File: config.mk
export PLATFORM = sky130hd
export DESIGN_NAME = isn_regs
export DESIGN_NICKNAME = d
export VERILOG_FILES = /design/src/design/isn_pkg.sv /design/src/design/isn_app_if.sv /design/src/design/isn_app_state.sv /design/src/design/isn_regs.sv
export VERILOG_INCLUDE_DIRS = /design/src /design/src/design
export SDC_FILE = /design/constraint.sdc
export NUM_CORES = 1
export LEC_CHECK = 0
export ABC_AREA = 0
export BUFFER_PORTS_ARGS = -buffer_cell sky130_fd_sc_hd__buf_4
export CORE_MARGIN = 3
export CORE_UTILIZATION = 39
export CTS_BUF_LIST = sky130_fd_sc_hd__clkbuf_16
export CTS_CLUSTER_SIZE = 20
export DETAILED_ROUTE_END_ITERATION = 10
export PLACE_DENSITY_LB_ADDON = 0.12
export SYNTH_ARGS = -nofsm -noshare
export SYNTH_HDL_FRONTEND = slang
export SYNTH_HIERARCHICAL = 1
export SYNTH_SLANG_ARGS = --single-unit
export TNS_END_PERCENT = 10
File: constraint.sdc
create_clock -name core_clk -period 2.5 [get_ports core_clk]
set_clock_uncertainty 0.1 [all_clocks]
set_input_delay 0.5 -clock core_clk [delete_from_list [all_inputs] [get_ports core_clk]]
set_output_delay 0.5 -clock core_clk [all_outputs]
set_load 0.05 [all_outputs]
File: src/design/isn_cfg.svh
`ifndef ISN_CFG_SVH
`define ISN_CFG_SVH
// Overview of operation
// Select byte bits 7:0 hold the host interface code, 0x00 is none, 0x80 the on-chip bus, others reserved.
// Codes 0x01 to 0x07 pick 4 in, 4 out, 2 in 2 out, digital I/O, serial slave, oversampling, port 3 bridge.
// Codes 0x08 and 0x09 pick 16-bit and 8-bit asynchronous, 0x0A and 0x0B synchronous controller ports.
// Codes 0x10 to 0x14 pick 32-pin digital splits 32/0, 24/8, 16/16, 8/24 and 0/32.
// Config bit 0 low lets the local host set the state register, high mirrors the request register.
// Mirror bit resets to 0 then loads from word 0, or on the soft core is 1 for digital I/O or the strap, the strap only for controller and bus codes.
// Config bit 1 high enables enhanced link on all ports, overriding bits 7:4.
// Config bits 4 to 7 enable enhanced link on ports 0 to 3, a 0 counts only while bit 1 is 0.
// The enhanced link bits reset to 1 and are later loaded from word 0.
// Config bit 2 enables the time sync output unit, 0 switches it off to save power.
// Config bit 3 enables the time latch input unit, 0 switches it off to save power.
// Enhanced link bits take the stored word only on the first load after reset, later loads keep them.
// With mirroring on the request register takes network writes at any time and copies them to state.
// The state register takes local host writes only while mirroring is off.
// Both configuration registers ignore all writes and change only by reset or loading, but the soft core mirror bit follows each cycle.
`define ISN_IDX_APP_REQ   12'h120
`define ISN_IDX_APP_STATE 12'h130
`define ISN_IDX_IFSEL     12'h140
`define ISN_IDX_NODECFG   12'h141
`define ISN_A_APP_REQ     12'(`ISN_IDX_APP_REQ << 2)
`define ISN_A_APP_STATE   12'(`ISN_IDX_APP_STATE << 2)
`define ISN_A_IFSEL       12'(`ISN_IDX_IFSEL << 2)
`define ISN_A_NODECFG     12'(`ISN_IDX_NODECFG << 2)
`define ISN_CFG_MIRROR    0
`define ISN_CFG_ELINK_ALL 1
`define ISN_CFG_SYNC_OUT  2
`define ISN_CFG_LATCH_IN  3
`define ISN_CFG_ELINK_LO  4
`define ISN_CFG_ELINK_HI  7
`define ISN_W0_CFG_LO     8
`define ISN_W0_CFG_HI     15
`define ISN_IFSEL_RST     8'h00
`define ISN_CFG_RST       8'hF2
`define ISN_APP_STATE_RST 8'h01
`define ISN_APP_REQ_RST   8'h00
`define ISN_ELINK_ALL_ON  4'hF
`endif

File: src/design/isn_pkg.sv
package isn_pkg;
    typedef logic [7:0] isn_byte_t;
    typedef enum logic [7:0] {
        ISN_IF_NONE   = 8'h00, ISN_IF_DIN4  = 8'h01, ISN_IF_DOUT4 = 8'h02,
        ISN_IF_DIO22  = 8'h03, ISN_IF_DIO   = 8'h04, ISN_IF_SPI   = 8'h05,
        ISN_IF_OVS    = 8'h06, ISN_IF_BRIDGE = 8'h07, ISN_IF_AMCU16 = 8'h08,
        ISN_IF_AMCU8  = 8'h09, ISN_IF_SMCU16 = 8'h0A, ISN_IF_SMCU8 = 8'h0B,
        ISN_IF_D32_0  = 8'h10, ISN_IF_D24_8 = 8'h11, ISN_IF_D16_16 = 8'h12,
        ISN_IF_D8_24  = 8'h13, ISN_IF_D0_32 = 8'h14, ISN_IF_BUS   = 8'h80
    } isn_if_e;
    typedef enum logic [2:0] {
        ISN_CL_NONE = 3'b000, ISN_CL_DIGITAL = 3'b001, ISN_CL_SPI = 3'b010,
        ISN_CL_BRIDGE = 3'b011, ISN_CL_MCU = 3'b100, ISN_CL_BUS = 3'b101,
        ISN_CL_RSVD = 3'b110
    } isn_if_class_e;
    typedef enum logic [0:0] {
        ISN_LD_FIRST = 1'b0,
        ISN_LD_LATER = 1'b1
    } isn_ld_e;
endpackage

File: src/design/isn_app_if.sv
`timescale 1ns/1ps
interface isn_app_if;
    logic              mirror_on;
    logic              net_wr;
    isn_pkg::isn_byte_t net_data;
    logic              host_wr;
    isn_pkg::isn_byte_t host_data;
    isn_pkg::isn_byte_t app_req;
    isn_pkg::isn_byte_t app_state;
    modport ctrl (output mirror_on, net_wr, net_data, host_wr, host_data,
                  input app_req, app_state);
    modport keep (input mirror_on, net_wr, net_data, host_wr, host_data,
                  output app_req, app_state);
endinterface

File: src/design/isn_app_state.sv
`timescale 1ns/1ps
`include "isn_cfg.svh"
module isn_app_state (
    input logic         core_clk,
    input logic         rst_n,
    input logic         clk_en,
    isn_app_if.keep     ai
);
    isn_pkg::isn_byte_t req;
    isn_pkg::isn_byte_t state;
    isn_pkg::isn_byte_t next_req;
    isn_pkg::isn_byte_t next_state;

    always_comb begin
        next_req   = req;
        next_state = state;
        if (ai.host_wr && !ai.mirror_on) begin
            next_state = ai.host_data;
        end
        if (ai.net_wr) begin
            next_req = ai.net_data;
            if (ai.mirror_on) begin
                next_state = ai.net_data;
            end
        end
    end

    always_ff @(posedge core_clk) begin
        if (!rst_n) begin
            req   <= `ISN_APP_REQ_RST;
            state <= `ISN_APP_STATE_RST;
        end else if (clk_en) begin
            req   <= next_req;
            state <= next_state;
        end
    end

    assign ai.app_req   = req;
    assign ai.app_state = state;

    a_mirror_copy: assert property (
        @(posedge core_clk) disable iff (!rst_n)
        clk_en && ai.mirror_on && ai.net_wr |=> state == $past(ai.net_data))
        else $error("Mirrored request not copied to state.");

    a_host_blocked: assert property (
        @(posedge core_clk) disable iff (!rst_n)
        clk_en && ai.mirror_on && ai.host_wr && !ai.net_wr |=> $stable(state))
        else $error("Host write reached state while mirroring.");

    a_host_write: assert property (
        @(posedge core_clk) disable iff (!rst_n)
        clk_en && !ai.mirror_on && ai.host_wr |=> state == $past(ai.host_data))
        else $error("Host write to state lost.");
endmodule // isn_app_state

File: src/design/isn_regs.sv
// Added by the designer: register access over APB.
`timescale 1ns/1ps
`include "isn_cfg.svh"
module isn_regs #(
    parameter bit        SOFT_CORE     = 1'b0,
    parameter logic [7:0] SOFT_IFSEL   = 8'h80,
    parameter bit        SOFT_SYNC_OUT = 1'b1,
    parameter bit        SOFT_LATCH_IN = 1'b1
) (
    input  logic        core_clk,
    input  logic        rst_n,
    input  logic        clk_en,
    input  logic        psel,
    input  logic        penable,
    input  logic        pwrite,
    input  logic [11:0] paddr,
    input  logic [31:0] pwdata,
    output logic [31:0] prdata,
    output logic        pready,
    output logic        pslverr,
    input  logic        eeprom_load,
    input  logic [15:0] eeprom_word0,
    input  logic        state_mirror_strap,
    input  logic        net_app_req_wr,
    input  logic [7:0]  net_app_req_data,
    output logic [7:0]  host_if_select,
    output logic [7:0]  node_config,
    output logic [2:0]  if_class,
    output logic [3:0]  elink_en,
    output logic        sync_out_en,
    output logic        latch_in_en,
    output logic        config_loaded,
    output logic [7:0]  app_state,
    output logic [7:0]  app_request
);
    localparam logic [7:0] IFSEL_RST = SOFT_CORE ? SOFT_IFSEL : `ISN_IFSEL_RST;
    localparam logic [7:0] CFG_RST   = SOFT_CORE ?
        {4'hF, SOFT_LATCH_IN, SOFT_SYNC_OUT, 2'b10} : `ISN_CFG_RST;

    isn_app_if ai ();

    isn_app_state u_app_state (
        .core_clk (core_clk),
        .rst_n    (rst_n),
        .clk_en   (clk_en),
        .ai       (ai.keep)
    );

    function automatic isn_pkg::isn_if_class_e class_of(input logic [7:0] code);
        case (code)
            isn_pkg::ISN_IF_NONE:   class_of = isn_pkg::ISN_CL_NONE;
            isn_pkg::ISN_IF_DIN4,
            isn_pkg::ISN_IF_DOUT4,
            isn_pkg::ISN_IF_DIO22,
            isn_pkg::ISN_IF_DIO,
            isn_pkg::ISN_IF_OVS:    class_of = isn_pkg::ISN_CL_DIGITAL;
            isn_pkg::ISN_IF_SPI:    class_of = isn_pkg::ISN_CL_SPI;
            isn_pkg::ISN_IF_BRIDGE: class_of = isn_pkg::ISN_CL_BRIDGE;
            isn_pkg::ISN_IF_AMCU16,
            isn_pkg::ISN_IF_AMCU8,
            isn_pkg::ISN_IF_SMCU16,
            isn_pkg::ISN_IF_SMCU8:  class_of = isn_pkg::ISN_CL_MCU;
            isn_pkg::ISN_IF_D32_0,
            isn_pkg::ISN_IF_D24_8,
            isn_pkg::ISN_IF_D16_16,
            isn_pkg::ISN_IF_D8_24,
            isn_pkg::ISN_IF_D0_32:  class_of = isn_pkg::ISN_CL_DIGITAL;
            isn_pkg::ISN_IF_BUS:    class_of = isn_pkg::ISN_CL_BUS;
            default:                class_of = isn_pkg::ISN_CL_RSVD;
        endcase
    endfunction

    // Strap synchroniser: the level counts once stages two and three agree.
    logic strap_s1;
    logic strap_s2;
    logic strap_s3;
    logic strap_q;
    logic next_strap_s1;
    logic next_strap_s2;
    logic next_strap_s3;
    logic next_strap_q;

    always_comb begin
        next_strap_s1 = state_mirror_strap;
        next_strap_s2 = strap_s1;
        next_strap_s3 = strap_s2;
        next_strap_q  = strap_q;
        if (strap_s2 == strap_s3) begin
            next_strap_q = strap_s3;
        end
    end

    always_ff @(posedge core_clk) begin
        if (!rst_n) begin
            strap_s1 <= 1'b0;
            strap_s2 <= 1'b0;
            strap_s3 <= 1'b0;
            strap_q  <= 1'b0;
        end else if (clk_en) begin
            strap_s1 <= next_strap_s1;
            strap_s2 <= next_strap_s2;
            strap_s3 <= next_strap_s3;
            strap_q  <= next_strap_q;
        end
    end

    // Configuration registers, written by reset and loading, and on the soft core the mirror bit each cycle.
    logic [7:0]       ifsel;
    logic [7:0]       cfg;
    isn_pkg::isn_ld_e ld;
    logic             loaded;
    logic [7:0]       next_ifsel;
    logic [7:0]       next_cfg;
    isn_pkg::isn_ld_e next_ld;
    logic             next_loaded;
    logic [7:0]       w0_cfg;
    isn_pkg::isn_if_class_e cur_class;
    logic             soft_mirror;

    assign w0_cfg    = eeprom_word0[`ISN_W0_CFG_HI:`ISN_W0_CFG_LO];
    assign cur_class = class_of(ifsel);

    always_comb begin
        case (cur_class)
            isn_pkg::ISN_CL_DIGITAL: soft_mirror = 1'b1;
            isn_pkg::ISN_CL_MCU,
            isn_pkg::ISN_CL_BUS:     soft_mirror = strap_q;
            default:                 soft_mirror = 1'b0;
        endcase
    end

    always_comb begin
        next_ifsel  = ifsel;
        next_cfg    = cfg;
        next_ld     = ld;
        next_loaded = loaded;
        if (eeprom_load) begin
            next_loaded = 1'b1;
            if (!SOFT_CORE) begin
                next_ifsel = eeprom_word0[7:0];
                next_cfg[`ISN_CFG_MIRROR]   = w0_cfg[`ISN_CFG_MIRROR];
                next_cfg[`ISN_CFG_SYNC_OUT] = w0_cfg[`ISN_CFG_SYNC_OUT];
                next_cfg[`ISN_CFG_LATCH_IN] = w0_cfg[`ISN_CFG_LATCH_IN];
            end
            case (ld)
                isn_pkg::ISN_LD_FIRST: begin
                    next_cfg[`ISN_CFG_ELINK_ALL] = w0_cfg[`ISN_CFG_ELINK_ALL];
                    next_cfg[`ISN_CFG_ELINK_HI:`ISN_CFG_ELINK_LO] =
                        w0_cfg[`ISN_CFG_ELINK_HI:`ISN_CFG_ELINK_LO];
                    next_ld = isn_pkg::ISN_LD_LATER;
                end
                isn_pkg::ISN_LD_LATER: begin
                    next_ld = isn_pkg::ISN_LD_LATER;
                end
                default: begin
                    next_ld = isn_pkg::ISN_LD_FIRST;
                end
            endcase
        end
        if (SOFT_CORE) begin
            next_cfg[`ISN_CFG_MIRROR] = soft_mirror;
        end
    end

    always_ff @(posedge core_clk) begin
        if (!rst_n) begin
            ifsel  <= IFSEL_RST;
            cfg    <= CFG_RST;
            ld     <= isn_pkg::ISN_LD_FIRST;
            loaded <= 1'b0;
        end else if (clk_en) begin
            ifsel  <= next_ifsel;
            cfg    <= next_cfg;
            ld     <= next_ld;
            loaded <= next_loaded;
        end
    end

    // Registered decode of the configuration towards the other units.
    logic [3:0] elink_calc;
    logic [3:0] next_elink;
    logic       next_sync;
    logic       next_latch;
    logic [2:0] next_class;

    for (genvar gi = 0; gi < 4; gi++) begin : g_elink
        assign elink_calc[gi] = cfg[`ISN_CFG_ELINK_ALL] | cfg[`ISN_CFG_ELINK_LO + gi];
    end

    always_comb begin
        next_elink = elink_calc;
        next_sync  = cfg[`ISN_CFG_SYNC_OUT];
        next_latch = cfg[`ISN_CFG_LATCH_IN];
        next_class = cur_class;
    end

    always_ff @(posedge core_clk) begin
        if (!rst_n) begin
            elink_en    <= `ISN_ELINK_ALL_ON;
            sync_out_en <= 1'b0;
            latch_in_en <= 1'b0;
            if_class    <= isn_pkg::ISN_CL_NONE;
        end else if (clk_en) begin
            elink_en    <= next_elink;
            sync_out_en <= next_sync;
            latch_in_en <= next_latch;
            if_class    <= next_class;
        end
    end

    assign host_if_select = ifsel;
    assign node_config    = cfg;
    assign config_loaded  = loaded;
    assign app_state      = ai.app_state;
    assign app_request    = ai.app_req;

    // APB slave: no wait state, data and error registered in the setup cycle.
    logic        acc;
    logic        next_pready;
    logic        next_pslverr;
    logic [31:0] next_prdata;

    assign acc = psel && penable && pready;

    always_comb begin
        next_pready  = 1'b0;
        next_pslverr = 1'b0;
        next_prdata  = prdata;
        if (psel && !penable) begin
            next_pready = 1'b1;
            next_prdata = 32'h0000_0000;
            case (paddr)
                `ISN_A_APP_REQ:   next_prdata[7:0] = ai.app_req;
                `ISN_A_APP_STATE: next_prdata[7:0] = ai.app_state;
                `ISN_A_IFSEL:     next_prdata[7:0] = ifsel;
                `ISN_A_NODECFG:   next_prdata[7:0] = cfg;
                default:          next_pslverr = 1'b1;
            endcase
        end
    end

    always_ff @(posedge core_clk) begin
        if (!rst_n) begin
            pready  <= 1'b0;
            pslverr <= 1'b0;
            prdata  <= 32'h0000_0000;
        end else if (clk_en) begin
            pready  <= next_pready;
            pslverr <= next_pslverr;
            prdata  <= next_prdata;
        end
    end

    // Writes to the select and config words are dropped without error.
    assign ai.mirror_on = cfg[`ISN_CFG_MIRROR];
    assign ai.net_wr    = net_app_req_wr;
    assign ai.net_data  = net_app_req_data;
    assign ai.host_wr   = acc && pwrite && (paddr == `ISN_A_APP_STATE);
    assign ai.host_data = pwdata[7:0];

    a_ifsel_ro_write: assert property (
        @(posedge core_clk) disable iff (!rst_n)
        clk_en && acc && pwrite && !eeprom_load |=> $stable(host_if_select))
        else $error("Select byte changed by a bus write.");

    a_cfg_ro_write: assert property (
        @(posedge core_clk) disable iff (!rst_n)
        clk_en && acc && pwrite && !eeprom_load && !SOFT_CORE |=> $stable(node_config))
        else $error("Config byte changed by a bus write.");

    a_first_load_elink: assert property (
        @(posedge core_clk) disable iff (!rst_n)
        clk_en && eeprom_load && ld == isn_pkg::ISN_LD_FIRST |=>
        node_config[7:4] == $past(eeprom_word0[15:12]) &&
        node_config[1] == $past(eeprom_word0[9]))
        else $error("First load did not copy link bits.");

    a_later_load_keep: assert property (
        @(posedge core_clk) disable iff (!rst_n)
        clk_en && eeprom_load && ld == isn_pkg::ISN_LD_LATER |=>
        $stable(node_config[7:4]) && $stable(node_config[1]))
        else $error("Later load changed link bits.");

    a_elink_decode: assert property (
        @(posedge core_clk) disable iff (!rst_n)
        clk_en |=> elink_en == ($past(node_config[1]) ? 4'hF : $past(node_config[7:4])))
        else $error("Enhanced link enables wrong.");

    a_unit_enables: assert property (
        @(posedge core_clk) disable iff (!rst_n)
        clk_en |=> sync_out_en == $past(node_config[2]) &&
        latch_in_en == $past(node_config[3]))
        else $error("Sync or latch enable wrong.");

    a_reset_defaults: assert property (
        @(posedge core_clk) disable iff (!rst_n)
        $rose(rst_n) |-> node_config[7:4] == 4'hF && node_config[1] &&
        (SOFT_CORE || !node_config[0]) && !config_loaded)
        else $error("Config reset values wrong.");

    a_ifsel_load: assert property (
        @(posedge core_clk) disable iff (!rst_n)
        !SOFT_CORE && clk_en && eeprom_load |=> host_if_select == $past(eeprom_word0[7:0]))
        else $error("Select byte not loaded.");

    a_apb_answer: assert property (
        @(posedge core_clk) disable iff (!rst_n)
        clk_en && psel && !penable |=> pready ##1 !pready)
        else $error("Bus answer timing wrong.");

    a_class_bus: assert property (
        @(posedge core_clk) disable iff (!rst_n)
        clk_en && host_if_select == 8'h80 |=> if_class == isn_pkg::ISN_CL_BUS)
        else $error("On-chip bus select not decoded.");

    a_class_rsvd: assert property (
        @(posedge core_clk) disable iff (!rst_n)
        clk_en && host_if_select > 8'h14 && host_if_select != 8'h80 |=>
        if_class == isn_pkg::ISN_CL_RSVD)
        else $error("Reserved select not decoded.");

    a_class_spi: assert property (
        @(posedge core_clk) disable iff (!rst_n)
        clk_en && host_if_select == 8'h05 |=> if_class == isn_pkg::ISN_CL_SPI)
        else $error("Serial slave select not decoded.");

    a_class_mcu: assert property (
        @(posedge core_clk) disable iff (!rst_n)
        clk_en && host_if_select >= 8'h08 && host_if_select <= 8'h0B |=>
        if_class == isn_pkg::ISN_CL_MCU)
        else $error("Controller port select not decoded.");

    a_class_split: assert property (
        @(posedge core_clk) disable iff (!rst_n)
        clk_en && host_if_select >= 8'h10 && host_if_select <= 8'h14 |=>
        if_class == isn_pkg::ISN_CL_DIGITAL)
        else $error("Pin split select not decoded.");

    a_mirror_load: assert property (
        @(posedge core_clk) disable iff (!rst_n)
        clk_en && eeprom_load && !SOFT_CORE |=> node_config[0] == $past(eeprom_word0[8]))
        else $error("Mirror bit not loaded.");

    a_unit_bits_load: assert property (
        @(posedge core_clk) disable iff (!rst_n)
        clk_en && eeprom_load && !SOFT_CORE |=>
        node_config[3:2] == $past(eeprom_word0[11:10]))
        else $error("Sync or latch bit not loaded.");

    a_loaded_flag: assert property (
        @(posedge core_clk) disable iff (!rst_n)
        clk_en && eeprom_load |=> config_loaded)
        else $error("Load flag not set by a load.");

    a_strap_agree: assert property (
        @(posedge core_clk) disable iff (!rst_n)
        clk_en && strap_s2 == strap_s3 |=> strap_q == $past(strap_s3))
        else $error("Strap level not taken once stages agreed.");
endmodule // isn_regs

==> metrics.txt, run 1 <==
outcome complete, no violations; Peak VDD IR 0.403 mV; Switching Fraction 0.289; Startpoint Class input pin; final hold violations 0; CTS Root Buffer Type clkbuf_16; sw power 601 µW; starting density of the core 0.418; 1st-iter DRT viols 67; initial antenna violation count 0; # hold bufs at CTS 0; Tmin final 1.99 ns; post-synthesis adder-cell area fraction 0; post-synthesis sequential area ratio 0.404; setup TNS 0 ns; Yosys reg bits 52; Hold Crit Class in2reg; final setup margin 0.509 ns; RSZ-0062 raised after global routing false; MaxCap Viol Count 0; Clock Sinks 52; number of global-route vias before repair 2256; library cells used by synthesis 45; global-route wire length before repair 11000 µm; area grow syn2layout 34.9%; post-synthesis simple-gate area fraction 0.191; setup slack after placement 0.233 ns; post-route antenna net violation count 0; cell count after synthesis 283; leading cell types in the layout, fill and taps excluded buf_4 (108), nand2_1 (56), dfxtp_1 (52), mux2i_1 (24), conb_1 (24); Leak 0.00155 µW; Max Root-Sink Buffers 2; CP endpoint kind register; Mapped Avg Cell Area 9.11 µm²; IO Port Bufs 103; Main synth FF type dfxtp_1; H-tree Lvls 2; routability cong. 0.771; slew at the pin closest to its max-slew limit 0.554 ns; clk_lat worst skew 0.29 ns; multiplexer share of the synthesized area 0.0932; wire per inst 15.2 µm; Core ar. 0.00617 mm²; TritonCTS Buffers 5; layout cell share with drive strength beyond 1 0.327; FILL cells 579; Synth area leaders dfxtp_1 (40%), mux2i_1 (9.3%), nand2_1 (8.2%); worst endpoint required time 2.53 ns; via density per instance 5.04; Antenna diodes 0; DRC 0; warnings from Yosys 6; fin. max-slew vios 0; CP Max Fanout 2; final setup vio count 0; commonest non-fill, non-tap cell in the layout buf_4; Setup Buffers After CTS 0; grt total ovfl 0; DRT Pass-1 Iters 5; final wirelength 6930 µm; Compound-Gate Fraction of Synth Area 0.208; main combinational cell family by area after synthesis compound AO/OA/AOI/OAI gates; period utilization 0.796; Vert. Die Dim 87.3 µm; clock group share of total power 0.361; internal power 1480 µW; post-synth top area cell dfxtp_1; fmax 502 MHz; area of the multi-input gates 0.00136 mm²; Die W 87.3 µm; CTS tree built; Pwr Density 597 mW/mm²; Layout Nets 458; post-cts repair resize count 0; sequential power share 0.429; Max-slew headroom 0.629; io pins 153; Post-synth ARST share 0; row count 28; CTS clock-pin slew for the worst setup and hold paths 0.06 ns; Critical Path AT 2.02 ns; Comb pwr share 0.210; mapped cell area 0.00258 mm²; Post-synth EDFFs 0; largest net degree at the start of global routing 47; Die Area 0.00762 mm²; Detailed Place HPWL 5210 µm; XOR/XNOR Fraction of Synth Area 0; Sequential Area 0.00104 mm²; critical path class in2reg; GRT Total Usage 0.184; Vias 2302; post-synth top area share 0.404
final cells by class:
type / instances / area share
Clock buffer: 5 / 0.0360
Multi-Input combinational cell: 211 / 0.390
Clock inverter: 3 / 0.0112
Inverter: 3 / 0.00324
Timing Repair Buffer: 108 / 0.233
Tap cell: 75 / 0.0270
Sequential cell: 52 / 0.299
state kept, by name, indices dropped and copies added (netlist names):
name,cells
if_class,3
config_loaded,1
u_app_state/ai.app_req,8
elink_en,4
u_app_state/ai.app_state,8
prdata,8
pslverr,1
host_if_select,8
pready,1
sync_out_en,1
node_config,8
latch_in_en,1
worst paths after layout:
| kind | cells after the start | end | from | slack, ns |
|---|---|---|---|---|
| max | 7 | u_app_state/ai.app_state[0] | paddr[8] | 0.51 |
| min | 3 | node_config[5] | eeprom_word0[13] | 0.33 |
| max reg2reg | 4 | if_class[1] | host_if_select[7] | 0.83 |
| min reg2reg | 2 | u_app_state/ai.app_req[7] | u_app_state/ai.app_req[7] | 0.37 |
critical path: stages:
cell,delay [ns]
buf_4,0.11
or3b_2,0.48
nor4_1,0.28
buf_4,0.18
mux2i_1,0.12
o21ai_0,0.20
o2111ai_1,0.15
metal layers:
layer | vias up | part of all wire | wire length (µm) | track usage
met4 | 0 | 0.013 | 92 | 0.0558
li1 | 1160 | - | - | -
met5 | - | 0 | 0 | 0
met3 | 9 | 0.075 | 519 | 0.0416
met1 | 1049 | 0.43 | 2950 | 0.228
met2 | 84 | 0.49 | 3370 | 0.315
cell usage after synthesis, types with 2 or more instances:
cell and instances:
a21boi_0 13, a21boi_1 8, a22o_1 8, and2_1 3, buf_2 4, buf_4 26, clkbuf_1 7, clkbuf_2 2
dfxtp_1 52, inv_1 3, mux2i_1 24, nand2_1 56, nand2b_1 3, nand3_1 4, nor2_1 4, nor2b_1 2
nor4_1 3, nor4b_1 3, o21a_1 8, o21ai_0 8, o221a_1 7, o22ai_1 11, or3b_1 2
power by group through the flow:
stage                     registers (µW)  clock network [µW]  logic, µW
after CTS                            891                 774        438
final                                891                 750        436
after global placement               909                   0        436
after detailed placement             910                   0        437
after global routing                 896                 809        467
after floorplan                      997                   0        234
through the flow:
stage	cell area (µm²)	power, µW	hold WS (ns)	utilization	std cells
finish	3480	2080	0.332	0.564	457
global placement	3310	1340	0.360	0.538	449
floorplan	2670	1230	0.528	-	306
global route	3480	2170	0.345	0.564	457
CTS	3480	2100	0.329	0.564	457
detailed placement	3310	1350	0.364	0.538	449
cell families after synthesis:
| kind of cell | after synthesis |
|---|---|
| compound gates | 69 |
| simple gates | 94 |
| buf+inv | 43 |
| mux | 24 |
| flops | 52 |
| other cells | 1 |
No activity file was read; power rests on OpenSTA's default activity.
==> run 2: changes to the inputs <==
==> constraint.sdc (replaced) <==
create_clock -name core_clk -period 1.7 [get_ports core_clk]
set_clock_uncertainty 0.1 [all_clocks]
set_input_delay 0.34 -clock core_clk [delete_from_list [all_inputs] [get_ports core_clk]]
set_output_delay 0.34 -clock core_clk [all_outputs]
set_load 0.05 [all_outputs]
==> run 2 against run 1 <==
  * The run now ends with negative setup slack left
  * Total power is 42% higher
  * Combinational power is 56% higher
  * Die area stayed put
  * Largest power group unchanged
==> metrics.txt, run 2 (synthesized netlist as in run 1, its figures left out) <==
io pins 153 (unchanged); layout cell share with drive strength beyond 1 0.361 (was 0.327); critical path class in2reg (unchanged); crit-path max cell delay 0.41 ns (was 0.48 ns); CTS tree built (unchanged); GRT Total Usage 0.183 (was 0.184); crit-path cells buf_6 > or3b_4 > nor4_4 > nand3b_4 > o221a_1 > o21a_1 (was buf_4 > or3b_2 > nor4_1 > buf_4 > mux2i_1 > o21ai_0 > o2111ai_1); cell depth of the worst setup path 6 (was 7); M2 GR Usage 0.290 (was 0.315); routability cong. 0.795 (was 0.771); CTS Root Buffer Type clkbuf_16 (unchanged); Leak 0.00162 µW (was 0.00155 µW); Core ar. 0.00617 mm² (unchanged); Die W 87.3 µm (unchanged); setup slack after placement -0.356 ns (was 0.233 ns); Startpoint Class input pin (unchanged); Layout Nets 472 (was 458); fmax 587 MHz; Peak VDD IR 0.402 mV (was 0.403 mV); worst endpoint required time 1.78 ns (was 2.53 ns); starting density of the core 0.418 (unchanged); GRT met3 Usage 0.0530 (was 0.0416); CP Max Fanout 8 (was 2); via density per instance 5.03 (was 5.04); 1st-iter DRT viols 86 (was 67); clk_lat worst skew 0.28 ns (was 0.29 ns); Vias 2371 (was 2302); number of global-route vias before repair 2241 (was 2256); Max Root-Sink Buffers 2 (unchanged); Clock Sinks 52 (unchanged); setup TNS -0.0121 ns (was 0 ns); post-route antenna net violation count 0 (unchanged); DRC 0 (unchanged); outcome finished with violations (was complete, no violations); Tmin final 1.70 ns; grt met1 use 0.242 (was 0.228); hold path depth 3 (unchanged); initial antenna violation count 0 (unchanged); DRT Pass-1 Iters 4 (was 5); Antenna diodes 0 (unchanged); FILL cells 571 (was 579); Detailed Place HPWL 5410 µm (was 5210 µm); R2R cell count 5 (was 4); wire per inst 14.7 µm (was 15.2 µm); H-tree Lvls 2 (unchanged); Buf/Inv on CP 1 (was 2); commonest non-fill, non-tap cell in the layout buf_4 (unchanged); Placed Cells 463 (was 449); row count 28 (unchanged); Pwr Density 817 mW/mm² (was 597 mW/mm²); Vert. Die Dim 87.3 µm (unchanged); IO Port Bufs 103 (unchanged); final wirelength 6920 µm (was 6930 µm); CP endpoint kind register (unchanged); grt total ovfl 0 (unchanged); RSZ-0062 raised after global routing true (was false); Top Usage Layer GRT met2 (unchanged); CP top delay family simple AND/OR/NAND/NOR gates (unchanged); TritonCTS Buffers 5 (unchanged); Post-Layout Cell Count 471 (was 457); global-route wire length before repair 11000 µm (about the same); MaxCap Viol Count 0 (unchanged); area grow syn2layout 39.6% (was 34.9%); period utilization 1.00; Critical Path AT 1.78 ns (was 2.02 ns); Hold Crit Class in2reg (unchanged); largest net degree at the start of global routing 30 (was 47); final hold violations 0 (unchanged); final setup vio count 4 (was 0); CTS clock-pin slew for the worst setup and hold paths 0.07 ns (was 0.06 ns); Die Area 0.00762 mm² (unchanged); fin. max-slew vios 0 (unchanged); final setup margin -0.00475 ns (was 0.509 ns); leading cell types in the layout, fill and taps excluded buf_4 (120), nand2_1 (56), dfxtp_1 (50), conb_1 (24), mux2i_1 (23) (was buf_4 (108), nand2_1 (56), dfxtp_1 (52), mux2i_1 (24), conb_1 (24)); CP max stage cell or3b_4 (was or3b_2); violated checks negative setup slack
[run 2: changes by cell type in the layout (fill, tap and decap cells not counted), sizes merged]
cell,delta
buf,+14
clkinv,+2
bufinv,-1
inv,-1
[run 2: worst min-delay path, cell delays in order]
cell and delay [ns]:
buf_4 0.08, mux2i_1 0.05, nand2_1 0.06
[run 2: timing repair]
item                       CTS  global route
pin swaps                    1             0
gates resized for setup      2             5
setup endpoints to repair    8            11
hold buffers                 0             0
buffers inserted             0             0
[run 2: path summary, 6_finish.rpt]
path                                                 from                     endpoint  slack (ns)
worst max-delay path                             paddr[8]  u_app_state/ai.app_state[4]      -0.005
worst min-delay path                     eeprom_word0[12]               node_config[4]        0.17
worst max register to register          host_if_select[7]                  if_class[2]        0.10
worst min register to register  u_app_state/ai.app_req[2]    u_app_state/ai.app_req[2]        0.37
[run 2: final cells by class]
cell class	instances	area, µm²	share of cell area
clock buffers	5	125	0.0348
inverters	3	11.3	0.00313
repair buffers	122	923	0.257
well taps	75	93.8	0.0261
clock inverters	3	13.8	0.00382
multi-input cells	211	1390	0.386
flip-flops and latches	52	1040	0.290
[run 2: power by group]
part / internal [µW] / total (µW) / switching (µW)
Sequential: 1260 / 1300 / 43.3
Clock: 535 / 957 / 422
Combinational: 249 / 679 / 431
[run 2: through the flow]
step / power [µW] / util / hold slack [ns] / area [µm²]
after global placement: 2000 / 0.558 / 0.359 / 3440
final: 2940 / 0.584 / 0.169 / 3600
after detailed placement: 2010 / 0.558 / 0.366 / 3440
after global routing: 3070 / 0.584 / 0.176 / 3600
after CTS: 2960 / 0.582 / 0.168 / 3590
after floorplan: 1820 / - / 0.368 / 2700
[run 2: routing by layer]
layer  wire, µm  share of wire  up-vias
met5          0              0        -
met4         78          0.011        0
met3        543          0.079        8
met2       3260           0.47       92
met1       3040           0.44     1084
li1           -              -     1187
==> run 3: changes to the inputs <==
--- a/config.mk
+++ b/config.mk
@@ -10,7 +10,6 @@
 export BUFFER_PORTS_ARGS = -buffer_cell sky130_fd_sc_hd__buf_4
 export CORE_MARGIN = 3
 export CORE_UTILIZATION = 39
-export CTS_BUF_LIST = sky130_fd_sc_hd__clkbuf_16
 export CTS_CLUSTER_SIZE = 20
 export DETAILED_ROUTE_END_ITERATION = 10
 export PLACE_DENSITY_LB_ADDON = 0.12
==> run 3 against run 2 <==
  * The flow still finishes with violations (negative setup slack)
  * Critical path depth stayed put
  * Sequential cell count stayed put
  * Clock power is 25% lower
  * Count of clock-buffer cells in the layout is 1 higher
  * Critical path type unchanged
  * First-iteration DRC count stayed put
  * Register-to-register slack hardly changed
  * Total power is 8.2% lower
  * Global-route usage is 0.12 points higher
  * Combinational power hardly changed
  * Largest power group unchanged
  * Utilization is 0.87 points lower
  * Routed wire length is 0.23% lower
  * Sequential power hardly changed
==> metrics.txt, run 3 (synthesized netlist as in run 1, its figures left out) <==
Setup crit start paddr[8] (unchanged); H-tree Lvls 2 (unchanged); outcome finished with violations (unchanged); Buf/Inv on CP 1 (unchanged); final wirelength 6900 µm (was 6920 µm); Startpoint Class input pin (unchanged); Leak 0.00160 µW (was 0.00162 µW); MaxCap Viol Count 0 (unchanged); DRC 0 (unchanged); 1st-iter DRT viols 86 (unchanged); critical path class in2reg (unchanged); row count 28 (unchanged); hold path depth 3 (unchanged); final setup margin -0.00185 ns (was -0.00475 ns); Vert. Die Dim 87.3 µm (unchanged); worst-case hold path end point node_config[4] (unchanged); Tmin final 1.70 ns (about the same); routability cong. 0.795 (unchanged); largest net degree at the start of global routing 30 (unchanged); CP Max Fanout 8 (unchanged); R2R Path Start host_if_select[7] (unchanged); final setup vio count 2 (was 4); Vias 2379 (was 2371); Clock Sinks 52 (unchanged); Max Root-Sink Buffers 2 (unchanged); crit-path cells buf_4 > or3b_4 > nor4_4 > nand3b_4 > o221a_1 > o21a_1 (was buf_6 > or3b_4 > nor4_4 > nand3b_4 > o221a_1 > o21a_1); fmax 588 MHz (was 587 MHz); starting density of the core 0.418 (unchanged); CP max stage cell or3b_4 (unchanged); period utilization 1.00 (about the same); CTS tree built (unchanged); Pwr Total 2700 µW (was 2940 µW); post-route antenna net violation count 0 (unchanged); leading cell types in the layout, fill and taps excluded buf_4 (122), nand2_1 (56), dfxtp_1 (50), conb_1 (24), mux2i_1 (23) (was buf_4 (120), nand2_1 (56), dfxtp_1 (50), conb_1 (24), mux2i_1 (23)); crit-path max cell delay 0.41 ns (about the same); Hold Crit Class in2reg (unchanged); violated checks negative setup slack (unchanged); # hold bufs at CTS 0 (unchanged); CP top delay family simple AND/OR/NAND/NOR gates (unchanged); io pins 153 (unchanged); setup slack after placement -0.356 ns (unchanged); hold_sp eeprom_word0[12] (unchanged); clk_lat worst skew 0.30 ns (was 0.28 ns); Die Area 0.00762 mm² (unchanged); Layout Nets 472 (unchanged); Antenna diodes 0 (unchanged); fin. max-slew vios 0 (unchanged); Critical Path AT 1.80 ns (was 1.78 ns); Die W 87.3 µm (unchanged); number of global-route vias before repair 2259 (was 2241); RSZ-0062 raised after global routing true (unchanged); final hold violations 0 (unchanged); wire per inst 14.7 µm (about the same); global-route wire length before repair 11000 µm (about the same); worst endpoint required time 1.80 ns (was 1.78 ns); R2R cell count 5 (unchanged); GRT Total Usage 0.184 (was 0.183); area grow syn2layout 37.5% (was 39.6%); layout cell share with drive strength beyond 1 0.364 (was 0.361); setup TNS -0.00360 ns (was -0.0121 ns); Detailed Place HPWL 5410 µm (unchanged); IO Port Bufs 103 (unchanged); DRT Pass-1 Iters 4 (unchanged); via density per instance 5.05 (was 5.03); Setup Buffers After CTS 0 (unchanged); RR Endpoint if_class[2] (unchanged); commonest non-fill, non-tap cell in the layout buf_4 (unchanged); flop2flop setup slack 0.10 ns (about the same); grt total ovfl 0 (unchanged); CTS clock-pin slew for the worst setup and hold paths 0.09 ns (was 0.07 ns); Core ar. 0.00617 mm² (unchanged); Peak VDD IR 0.466 mV (was 0.402 mV); TritonCTS Buffers 5 (unchanged); Pwr Density 761 mW/mm² (was 817 mW/mm²); initial antenna violation count 0 (unchanged); CTS Root Buffer Type clkbuf_8 (was clkbuf_16); CP endpoint kind register (unchanged)
## run 3: stage by stage
| stage | area [µm²] | std cells | hold WS [ns] | utilization |
|---|---|---|---|---|
| CTS | 3530 | 471 | 0.144 | 0.573 |
| finish | 3550 | 471 | 0.150 | 0.575 |
| global placement | 3440 | 463 | 0.359 | 0.558 |
| global route | 3550 | 471 | 0.145 | 0.575 |
| detailed placement | 3440 | 463 | 0.366 | 0.558 |
| floorplan | 2700 | 306 | 0.368 | - |
## run 3: power breakdown
part / internal (µW) / switching [µW] / leakage, µW / total (µW)
registers: 1260 / 43.1 / 0.000424 / 1300
logic: 247 / 432 / 0.00112 / 679
clock network: 326 / 392 / 0.0000510 / 717
total: 1830 / 866 / 0.00160 / 2700
## run 3: final cells by class
type	instances	area (µm²)
multi-input cells	211	1390
inverters	3	11.3
clock buffers	6	82.6
clock inverters	2	10.0
fillers	580	2620
repair buffers	122	916
well taps	75	93.8
flip-flops and latches	52	1040
## run 3: repair_timing
action / CTS / global route
endpoints found under the setup margin: 7 / 11
pin swaps: 1 / 0
gates resized for setup: 0 / 5
## run 3: worst reg2reg max path: cells and delay by family, from the launching register on
| kind | cells | cell delay (ns) |
|---|---|---|
| buffers and inverters | 1 | 0.17 |
| DFF | 1 | 0.39 |
| AOI/OAI and AO/OA | 2 | 0.37 |
| and+or+nand+nor | 2 | 0.49 |
## run 3: worst max path at each step
stage / depth (start not counted) / to / slack [ns]
2_1_floorplan: 7 / u_app_state/ai.app_state[1] / -0.18
3_3_place_gp: 7 / u_app_state/ai.app_state[4] / -0.33
3_5_place_dp: 7 / u_app_state/ai.app_state[6] / -0.36
4_1_cts: 6 / u_app_state/ai.app_state[4] / 0.007
5_1_grt: 6 / u_app_state/ai.app_state[5] / -0.05
6_report: 6 / u_app_state/ai.app_state[4] / -0.002
## run 3: metal layers
metal,share of wire,track usage,vias up
li1,-,-,1188
met1,0.44,0.239,1087
met2,0.46,0.290,93
met3,0.079,0.0520,11
met4,0.019,0.0683,0
met5,0,0,-
